## src/hdl/crac_pkg.sv

```systemverilog
// Package with register map, field layout, reset values and timing constants
package crac_pkg;

  // Register indices; the byte address on the bus is index * 4
  localparam logic [7:0] IDX_STK_LO    = 8'h81;
  localparam logic [7:0] IDX_WAIT      = 8'h92;
  localparam logic [7:0] IDX_STK_HI    = 8'h9B;
  localparam logic [7:0] IDX_ADDR_MODE = 8'h9D;
  localparam logic [7:0] IDX_STAT_WORD = 8'hD0;
  localparam logic [7:0] IDX_MOVX_HI   = 8'hDA;
  localparam logic [7:0] IDX_MAIN_OP   = 8'hE0;
  localparam logic [7:0] IDX_AUX_OP    = 8'hF0;
  localparam logic [7:0] IDX_GUARD     = 8'hC7;
  localparam logic [7:0] IDX_RST_CTRL  = 8'hC8;
  localparam logic [7:0] IDX_BITOP     = 8'hC9;
  localparam logic [7:0] IDX_CORE_STAT = 8'hCA;
  localparam logic [7:0] IDX_MOVX_ADDR = 8'hCB;

  // Reset values
  localparam logic [7:0]  RST_BYTE     = 8'h00;
  localparam logic [3:0]  RST_WAIT     = 4'h7;
  localparam logic [19:0] BOOT_VECTOR  = 20'h0F000;
  localparam logic [7:0]  WDOG_MAX     = 8'hFF;

  // Address mode control fields
  localparam int AMC_PAGE_SRC = 3;
  localparam int AMC_EXT_STK  = 2;
  localparam int AMC_MODE_HI  = 1;

  // Reset control fields
  localparam int RC_SUPPLY_EN = 0;

  // Timed-access unlock keys and window
  localparam logic [7:0] GUARD_KEY1 = 8'hAA;
  localparam logic [7:0] GUARD_KEY2 = 8'h55;
  localparam int         GUARD_WIN_CYC = 3;

  // Supply thresholds in percent of target
  localparam logic [6:0] POR_RISE_PCT = 7'h5A;
  localparam logic [6:0] POR_DIST_PCT = 7'h46;

  // Pin filter timing
  localparam int CLK_MHZ        = 25;
  localparam int PIN_FILTER_US  = 5;
  localparam int PIN_FILTER_CYC = PIN_FILTER_US * CLK_MHZ;
  localparam int PIN_HOLD_US    = 50;

  typedef enum logic [1:0] {
    CRAC_GUARD_LOCKED,
    CRAC_GUARD_KEY1,
    CRAC_GUARD_OPEN
  } crac_guard_t;

  typedef struct packed {
    logic        psel;
    logic        penable;
    logic        pwrite;
    logic [11:0] paddr;
    logic [31:0] pwdata;
  } crac_apb_req_t;

endpackage

```

## src/hdl/crac_core.sv

```systemverilog
// Core reset combining and architectural register file with APB access
`timescale 1ns/100ps
module crac_core #(
  parameter int FILTER_CYC = crac_pkg::PIN_FILTER_CYC
) (
  input  wire logic        clk_sys,
  input  wire logic        reset_n,
  input  wire logic        psel,
  input  wire logic        penable,
  input  wire logic        pwrite,
  input  wire logic [11:0] paddr,
  input  wire logic [31:0] pwdata,
  output logic      [31:0] prdata,
  output logic             pready,
  output logic             pslverr,
  input  wire logic [6:0]  regulator_pct,
  input  wire logic        supply_monitor,
  input  wire logic        ext_reset_pin_n_in,
  output logic             ext_reset_pin_n_out,
  output logic             ext_reset_pin_n_oe,
  input  wire logic        watchdog_counter_expired,
  input  wire logic        stop_mode,
  input  wire logic        sleep_mode,
  input  wire logic        stack_push,
  input  wire logic        stack_pop,
  input  wire logic [7:0]  stack_push_data,
  input  wire logic [7:0]  movx_ri_low,
  output logic             sys_reset_n,
  output logic             internal_osc_en,
  output logic             internal_osc_sel,
  output logic             watchdog_counter_en,
  output logic      [7:0]  watchdog_counter_timeout,
  output logic      [19:0] boot_pc,
  output logic      [15:0] stack_addr,
  output logic      [7:0]  stack_pop_data,
  output logic      [15:0] movx_addr,
  output logic             wide_mode,
  output logic             compact_mode,
  output logic      [3:0]  fetch_wait_cycles_m1,
  output logic      [7:0]  port_two_latch
);

  ////////////////////////////////////////////////////////////////////////////////
  // Reset combining

  logic [15:0] filt_cnt_ff;
  logic [15:0] nxt_filt_cnt;
  logic        pin_rst_ff;
  logic        nxt_pin_rst;
  logic        supply_en_ff;
  logic        power_fail;
  logic        low_supply_reset;
  logic        any_src;
  logic [1:0]  rst_sync_ff;
  logic        core_rst_n;

  assign power_fail       = (regulator_pct < crac_pkg::POR_RISE_PCT)
                         || (regulator_pct < crac_pkg::POR_DIST_PCT);
  assign low_supply_reset = supply_en_ff & supply_monitor;
  assign ext_reset_pin_n_out = 1'b0;
  assign ext_reset_pin_n_oe  = low_supply_reset;

  // Pin must stay low a full filter span; short glitches restart the count
  always_comb begin
    nxt_filt_cnt = filt_cnt_ff;
    nxt_pin_rst  = pin_rst_ff;
    if (ext_reset_pin_n_in) begin
      nxt_filt_cnt = 16'h0000;
      nxt_pin_rst  = 1'b0;
    end else if (filt_cnt_ff < 16'(FILTER_CYC - 1)) begin
      nxt_filt_cnt = filt_cnt_ff + 16'h0001;
    end else begin
      nxt_pin_rst = 1'b1;
    end
  end

  always_ff @(posedge clk_sys or negedge reset_n) begin
    if (!reset_n) begin
      filt_cnt_ff <= 16'h0000;
      pin_rst_ff  <= 1'b0;
    end else begin
      filt_cnt_ff <= nxt_filt_cnt;
      pin_rst_ff  <= nxt_pin_rst;
    end
  end

  assign any_src = power_fail | pin_rst_ff | low_supply_reset
                 | watchdog_counter_expired;

  // Assert on the first clock edge that sees any source, release after two clean clock edges
  always_ff @(posedge clk_sys or negedge reset_n) begin
    if (!reset_n) begin
      rst_sync_ff <= 2'b00;
    end else if (any_src) begin
      rst_sync_ff <= 2'b00;
    end else begin
      rst_sync_ff <= {rst_sync_ff[0], 1'b1};
    end
  end
  assign core_rst_n  = rst_sync_ff[1];
  assign sys_reset_n = core_rst_n;

  ////////////////////////////////////////////////////////////////////////////////
  // Register file

  logic [7:0]  stk_lo_ff,  nxt_stk_lo;
  logic [7:0]  stk_hi_ff,  nxt_stk_hi;
  logic [3:0]  amc_ff,     nxt_amc;
  logic [7:0]  stw_ff,     nxt_stw;
  logic [7:0]  movx_hi_ff, nxt_movx_hi;
  logic [7:0]  main_ff,    nxt_main;
  logic [7:0]  aux_ff,     nxt_aux;
  logic [3:0]  wait_ff,    nxt_wait;
  logic        nxt_supply_en;
  logic [7:0]  ptl_ff,     nxt_ptl;
  logic [7:0]  wd_to_ff,   nxt_wd_to;
  logic        wd_en_ff,   nxt_wd_en;
  logic [7:0]  pop_ff,     nxt_pop;
  logic [7:0]  iram [0:255];
  crac_pkg::crac_guard_t guard_ff, nxt_guard;
  logic [1:0]  guard_cnt_ff, nxt_guard_cnt;
  logic [31:0] nxt_prdata;
  logic        nxt_slverr;
  logic        acc_wr;
  logic        acc_setup;
  logic        in_map;
  logic [9:0]  widx;
  logic [7:0]  wbyte;
  logic        hit;
  logic        wide_ff_mode;
  logic [7:0]  push_addr8;
  logic [7:0]  bit_mask;

  assign widx      = paddr[11:2];
  assign in_map    = (widx[9:8] == 2'b00);
  assign acc_wr    = psel & penable & pwrite & in_map;
  assign acc_setup = psel & ~penable;
  assign wbyte     = pwdata[7:0];
  assign pready    = 1'b1;

  assign wide_ff_mode = amc_ff[crac_pkg::AMC_MODE_HI];
  assign push_addr8   = stk_lo_ff + 8'h01;
  assign bit_mask     = 8'(8'h01 << pwdata[10:8]);

  always_comb begin
    nxt_stk_lo    = stk_lo_ff;
    nxt_stk_hi    = stk_hi_ff;
    nxt_amc       = amc_ff;
    nxt_stw       = stw_ff;
    nxt_movx_hi   = movx_hi_ff;
    nxt_main      = main_ff;
    nxt_aux       = aux_ff;
    nxt_wait      = wait_ff;
    nxt_supply_en = supply_en_ff;
    nxt_ptl       = ptl_ff;
    nxt_wd_to     = wd_to_ff;
    nxt_wd_en     = wd_en_ff;
    nxt_pop       = pop_ff;
    nxt_guard     = guard_ff;
    nxt_guard_cnt = guard_cnt_ff;
    nxt_prdata    = 32'h0000_0000;
    nxt_slverr    = 1'b0;
    hit           = 1'b1;
    // Open window closes after a few cycles if unused; an address mode write closes it at once
    if (guard_ff != crac_pkg::CRAC_GUARD_LOCKED) begin
      if (guard_cnt_ff == 2'h0) begin
        nxt_guard = crac_pkg::CRAC_GUARD_LOCKED;
      end else begin
        nxt_guard_cnt = guard_cnt_ff - 2'h1;
      end
    end
    if (stack_push) begin
      nxt_stk_lo = push_addr8;
    end else if (stack_pop) begin
      nxt_pop    = iram[stk_lo_ff];
      nxt_stk_lo = stk_lo_ff - 8'h01;
    end
    if (acc_wr) begin
      unique case (widx[7:0])
        crac_pkg::IDX_STK_LO:    nxt_stk_lo  = wbyte;
        crac_pkg::IDX_STK_HI:    nxt_stk_hi  = wbyte;
        crac_pkg::IDX_ADDR_MODE: begin
          if (guard_ff == crac_pkg::CRAC_GUARD_OPEN) begin
            nxt_amc   = {wbyte[3], 1'b0, wbyte[1:0]};
            nxt_guard = crac_pkg::CRAC_GUARD_LOCKED;
          end
        end
        crac_pkg::IDX_STAT_WORD: nxt_stw     = wbyte;
        crac_pkg::IDX_MOVX_HI:   nxt_movx_hi = wbyte;
        crac_pkg::IDX_MAIN_OP:   nxt_main    = wbyte;
        crac_pkg::IDX_AUX_OP:    nxt_aux     = wbyte;
        crac_pkg::IDX_WAIT:      nxt_wait    = wbyte[3:0];
        crac_pkg::IDX_RST_CTRL:  nxt_supply_en = wbyte[crac_pkg::RC_SUPPLY_EN];
        crac_pkg::IDX_MOVX_ADDR: nxt_ptl     = wbyte;
        crac_pkg::IDX_GUARD: begin
          nxt_guard_cnt = 2'(crac_pkg::GUARD_WIN_CYC);
          if (wbyte == crac_pkg::GUARD_KEY1) begin
            nxt_guard = crac_pkg::CRAC_GUARD_KEY1;
          end else if (wbyte == crac_pkg::GUARD_KEY2
                       && guard_ff == crac_pkg::CRAC_GUARD_KEY1) begin
            nxt_guard = crac_pkg::CRAC_GUARD_OPEN;
          end else begin
            nxt_guard = crac_pkg::CRAC_GUARD_LOCKED;
          end
        end
        crac_pkg::IDX_BITOP: begin
          // Bit write: [11] selects aux, [10:8] bit number, [0] value
          if (pwdata[11]) begin
            nxt_aux  = pwdata[0] ? (aux_ff | bit_mask) : (aux_ff & ~bit_mask);
          end else begin
            nxt_main = pwdata[0] ? (main_ff | bit_mask) : (main_ff & ~bit_mask);
          end
        end
        default: ;
      endcase
    end
    // Decoded at setup so data and error stand in the access phase;
    // a push or pop between setup and access is not seen by that read
    if (acc_setup) begin
      unique case (widx[7:0])
        crac_pkg::IDX_STK_LO:    nxt_prdata[7:0] = stk_lo_ff;
        crac_pkg::IDX_STK_HI:    nxt_prdata[7:0] = stk_hi_ff;
        crac_pkg::IDX_ADDR_MODE: nxt_prdata[7:0] = {4'h0, amc_ff[3], wide_ff_mode,
                                                    amc_ff[1:0]};
        crac_pkg::IDX_STAT_WORD: nxt_prdata[7:0] = stw_ff;
        crac_pkg::IDX_MOVX_HI:   nxt_prdata[7:0] = movx_hi_ff;
        crac_pkg::IDX_MAIN_OP:   nxt_prdata[7:0] = main_ff;
        crac_pkg::IDX_AUX_OP:    nxt_prdata[7:0] = aux_ff;
        crac_pkg::IDX_WAIT:      nxt_prdata[7:0] = {4'h0, wait_ff};
        crac_pkg::IDX_RST_CTRL:  nxt_prdata[7:0] = {7'h00, supply_en_ff};
        crac_pkg::IDX_MOVX_ADDR: nxt_prdata[7:0] = ptl_ff;
        crac_pkg::IDX_GUARD:     nxt_prdata[7:0] = 8'h00;
        crac_pkg::IDX_BITOP:     nxt_prdata[7:0] = 8'h00;
        crac_pkg::IDX_CORE_STAT: nxt_prdata[7:0] = {6'h00, supply_monitor, power_fail};
        default:                 hit = 1'b0;
      endcase
      nxt_slverr = ~hit | ~in_map;
      if (pwrite || !in_map) begin
        nxt_prdata = 32'h0000_0000;
      end
    end
  end

  // Core registers take defaults on the combined reset
  always_ff @(posedge clk_sys or negedge core_rst_n) begin
    if (!core_rst_n) begin
      stk_lo_ff    <= crac_pkg::RST_BYTE;
      stk_hi_ff    <= crac_pkg::RST_BYTE;
      amc_ff       <= 4'h0;
      stw_ff       <= crac_pkg::RST_BYTE;
      movx_hi_ff   <= crac_pkg::RST_BYTE;
      main_ff      <= crac_pkg::RST_BYTE;
      aux_ff       <= crac_pkg::RST_BYTE;
      wait_ff      <= crac_pkg::RST_WAIT;
      supply_en_ff <= 1'b0;
      ptl_ff       <= crac_pkg::RST_BYTE;
      wd_to_ff     <= crac_pkg::WDOG_MAX;
      wd_en_ff     <= 1'b1;
      pop_ff       <= crac_pkg::RST_BYTE;
      guard_ff     <= crac_pkg::CRAC_GUARD_LOCKED;
      guard_cnt_ff <= 2'h0;
      prdata       <= 32'h0000_0000;
      pslverr      <= 1'b0;
    end else begin
      stk_lo_ff    <= nxt_stk_lo;
      stk_hi_ff    <= nxt_stk_hi;
      amc_ff       <= nxt_amc;
      stw_ff       <= nxt_stw;
      movx_hi_ff   <= nxt_movx_hi;
      main_ff      <= nxt_main;
      aux_ff       <= nxt_aux;
      wait_ff      <= nxt_wait;
      supply_en_ff <= nxt_supply_en;
      ptl_ff       <= nxt_ptl;
      wd_to_ff     <= nxt_wd_to;
      wd_en_ff     <= nxt_wd_en;
      pop_ff       <= nxt_pop;
      guard_ff     <= nxt_guard;
      guard_cnt_ff <= nxt_guard_cnt;
      prdata       <= nxt_prdata;
      pslverr      <= nxt_slverr;
    end
  end

  // Stack memory carries no reset; contents are undefined after power-up
  always_ff @(posedge clk_sys) begin
    if (stack_push && !wide_ff_mode) begin
      iram[push_addr8] <= stack_push_data;
    end
  end

  ////////////////////////////////////////////////////////////////////////////////
  // Derived outputs

  assign wide_mode    = wide_ff_mode;
  assign compact_mode = (amc_ff[1:0] == 2'b00);
  assign stack_addr   = wide_ff_mode ? {stk_hi_ff, stk_lo_ff}
                                     : {8'h00, stk_lo_ff};
  assign stack_pop_data = pop_ff;
  assign movx_addr    = {(amc_ff[crac_pkg::AMC_PAGE_SRC] ? movx_hi_ff
                                                        : ptl_ff), movx_ri_low};
  assign port_two_latch        = ptl_ff;
  assign fetch_wait_cycles_m1  = wait_ff;
  assign boot_pc               = crac_pkg::BOOT_VECTOR;
  assign internal_osc_sel      = 1'b1;
  assign internal_osc_en       = ~(stop_mode | sleep_mode);
  assign watchdog_counter_en      = wd_en_ff;
  assign watchdog_counter_timeout = wd_to_ff;

endmodule

```

## config.mk

```make
export PLATFORM = sky130hd
export DESIGN_NAME = crac_core
export DESIGN_NICKNAME = d
export VERILOG_FILES = /design/src/hdl/crac_pkg.sv /design/src/hdl/crac_core.sv
export SDC_FILE = /design/constraint.sdc
export NUM_CORES = 2
export LEC_CHECK = 0
export ABC_CLOCK_PERIOD_IN_PS = 3150
export BUFFER_PORTS_ARGS = -buffer_cell sky130_fd_sc_hd__buf_2
export CAP_MARGIN = 20
export CORE_UTILIZATION = 30
export DETAILED_ROUTE_END_ITERATION = 8
export HOLD_SLACK_MARGIN = 0.06
export MAX_ROUTING_LAYER = met4
export PLACE_DENSITY = 0.44
export SLEW_MARGIN = 20
export SYNTH_ARGS = -nofsm -noshare
export SYNTH_HDL_FRONTEND = slang
export SYNTH_SLANG_ARGS = --single-unit
```

## constraint.sdc

```tcl
create_clock -name clk_sys -period 3.15 [get_ports clk_sys]
set_clock_uncertainty 0.15 [all_clocks]
set_input_delay 0.63 -clock clk_sys [delete_from_list [all_inputs] [get_ports clk_sys]]
set_output_delay 0.63 -clock clk_sys [all_outputs]
set_load 0.005 [all_outputs]
```

==> key figures <==
Layout
  • Ratio of cells with drive above 1 in the final layout: 0.369
  • Nets: slightly above 5000
  • Fill cells: roughly 26000
  • Final Cell Area: 105000 sq um
  • Layout area overhead: 23.3%
  • Final core utilization: 0.373

Setup path
  • Worst Setup Start Kind: register
  • Reg-to-reg setup timing slack: -30 ps
  • Cells along the critical path: buf_12, buf_12, clkbuf_16, buf_6, mux4_2, mux4_2, mux2i_2, nand2_1, o2111ai_1, buf_4, o22ai_1
  • Worst r2r src: stk_lo_ff[0]
  • Worst EP required: between 3000 and 4000 ps
  • Worst EP arrival: between 3000 and 4000 ps
  • Reg2reg end: stack_pop_data[1]
  • R2R cell count: 11
  • CP max stage cell: mux4_2
  • Crit Path Class: register to register
  • Critical Path Max Stage Delay: approximately 570 ps
  • Max Fanout on Critical Path: 8
  • CP Capture Type: register

Floorplan
  • Ports: 201
  • Core Region: around 280000 sq um
  • # rows: approximately 190
  • Die Span Y: 534 microns
  • Die X: 534 microns
  • Die area: roughly 290000 sq um
  • Initial Util: 0.303

Synth
  • Post-synthesis sequential area ratio: 0.755
  • Synth top area cells: edfxtp_1 (72%), mux4_2 (14%), dfrtp_1 (3.0%)
  • Main combinational cell family by area after synthesis: multiplexers
  • Post-Syn Instances: between 4000 and 5000
  • Yosys top cell area share: 0.724
  • Top_reg_cell synth: edfxtp_1
  • Synth top cells by count: edfxtp_1 (2048), mux4_2 (512), nor2_1 (316), nand2_1 (140), mux2i_1 (132)
  • Mapped cell area: about 85000 sq um
  • Top-count cell post-synth: edfxtp_1
  • Cell taking the most area after synthesis: edfxtp_1
  • Ys Warns: 0
  • XOR/XNOR share of the synthesized area: 0.00175
  • Synth Area in Compound Gates: 0.0296
  • Asr flop ratio synth: 0.0483
  • Distinct cells, synth: 71
  • Register bit total from synthesis: 2152
  • Post-synth EDFFs: 2048
  • Syn_area_per_cell: between 20 and 25 sq um
  • Post-Synth Adder-Cell Area: 0.00103
  • Multiplexer share of the synthesized area: 0.161
  • Simple-Gate Fraction of Synth Area: 0.0332

Route
  • Final antenna-violating net count: 0
  • Routed vias: about 44000
  • Pre-Repair DR Iteration Count: 6
  • DRC: 0
  • Mean routed wirelength per cell: about 27 microns
  • Vias/cell: 4.90
  • Detailed Route WL: approximately 250 mm
  • First DRT Iteration DRCs: about 3700

Global routing
  • Most Used Layer, Global Route: met2
  • Met2 GRT Util: 0.270
  • Initial antenna violation count: 7
  • Met1 Resource Use GR: 0.247
  • GRT Overall Usage: 0.177
  • GRT overflow: 0
  • Met3 usage: 0.0227
  • Largest net degree at the start of global routing: 92
  • Vias in the first global route: around 46000
  • First-pass GRT wire length: 350 mm

Clock network
  • Clk Latency, worst-skew pair: about 900 ps
  • TritonCTS clock tree: built
  • Clk sinks: 2152
  • CTS root buffer: clkbuf_16
  • Clk buf depth: 4
  • H-tree depth reported by CTS: 4
  • Clock Pin Slew Worst Setup and Hold Paths: about 60 ps
  • Cts bufs inserted: between 200 and 250

STA
  • Final setup viols: 2
  • Worst relative slew slack: 0.429
  • Fmax: 0.315 GHz
  • Transition time of the tightest slew-check pin: approximately 850 ps
  • Hold Vio Cnt, Final: 0
  • Final TNS setup: -37.1 ps
  • Pins Over Slew Limit: 0
  • Final worst setup slack: -28.3 ps
  • RSZ-0062 raised after global routing: yes
  • Min Tclk post-route: ~3200 ps
  • Final Cycle Share: 1.01

Pwr
  • Power density over cell area: roughly 830 nW/um^2
  • Leak pwr: approximately 0.035 uW
  • Peak VDD IR: 0.476 mV

Status
  • Status: finished with violations
  • Violated checks: setup timing

Placement
  • DP Area: about 96000 sq um
  • Detail Placement HPWL: about 160 mm
  • Pre-CTS setup slack: -558 ps
  • Final RePlAce weighted congestion: about 0.84
  • IO Port Bufs: ~110

Min path
  • Min-Delay Path Class: primary input to register
  • Hold path cells: 1
  • Sink of the worst hold path: iram[37][7]
  • Hold wc startpoint: stack_push_data[7]

Run
  • Max cap viols: 0
==> sequential cells by signal, indices dropped and copies added, names as in the netlist, 4 cells and up, named ones only <==
register and cells:
stk_lo_ff 8, prdata 8, stack_pop_data 8, stk_hi_ff 8, stw_ff 8, port_two_latch 8
filt_cnt_ff 16, movx_hi_ff 8, iram 2048, fetch_wait_cycles_m1 4
==> critical path: cells and delay by family, from the launching register on <==
family          cells  cell delay, ps
buf+inv             5             840
simple gates        1              90
compound gates      2             180
flops               1             460
mux                 3            1320
==> cells by family (layout without fill, tap and decap cells) <==
family / count (synthesis) / count (layout)
flops: 2152 / 2152
mux: 715 / 715
simple gates: 620 / 620
compound gates: 356 / 356
buf+inv: 311 / 1355
xor+xnor: 17 / 17
fa+ha+maj: 7 / 7
other cells: 2 / 58
==> where the power goes <==
group,switching [uW],internal [uW]
clock network,11500,16100
registers,311,31800
logic,15000,12500
==> metal layers <==
metal,vias up,wire length [microns]
met5,-,0
met4,0,6710
met3,316,11700
met2,1146,115000
met1,23722,114000
li1,18968,-
==> placed cells by master (no fill, tap or decap), types with 56 or more instances in the layout <==
cell type	instances
buf_4	660
clkbuf_16	238
nor2_1	288
a22oi_1	60
buf_2	97
dfrtp_1	94
buf_12	95
mux4_2	512
mux2i_1	122
conb_1	56
nand2_1	123
mux2_2	71
edfxtp_1	2048
==> final cells by class <==
cell class / instances / area, sq um / area share
Inverter: 10 / 40.0 / 0.000382
Clock buffer: 285 / 6110 / 0.0583
Multi-Input combinational cell: 1771 / 19900 / 0.191
Timing Repair Buffer: 914 / 8270 / 0.0790
Tap cell: 3724 / 4660 / 0.0445
Clock inverter: 146 / 1550 / 0.0148
Antenna cell: 2 / 5.00 / 0.0000478
Sequential cell: 2152 / 64100 / 0.612
==> metrics by stage <==
stage	total power [uW]	std cells	hold WS, ps
6_report	87300	9004	86.7
5_1_grt	90400	9004	89.0
4_1_cts	87600	8975	65.7
3_5_place_dp	58800	8500	267
3_3_place_gp	58800	8500	267
2_1_floorplan	46300	4234	184
==> how the worst max path moves through the flow <==
| stage | startpoint | end | slack (ps) |
|---|---|---|---|
| floorplan | stk_lo_ff[0] | iram[105][0] | -20 |
| global placement | stk_lo_ff[1] | stack_pop_data[1] | -600 |
| detailed placement | stk_lo_ff[0] | stack_pop_data[1] | -560 |
| CTS | stk_lo_ff[0] | stack_pop_data[4] | -70 |
| global route | stk_lo_ff[0] | stack_pop_data[5] | -100 |
| finish | stk_lo_ff[0] | stack_pop_data[1] | -30 |
==> timing repair <==
item	4_1_cts	5_1_grt
endpoints found under the hold margin	197	0
cloned	4	2
hold buffers	24	0
endpoints found under the setup margin	1433	476
setup buffers	16	25
resized for setup	70	67
pin swaps	4	13
(Power assumes the default switching activity.)
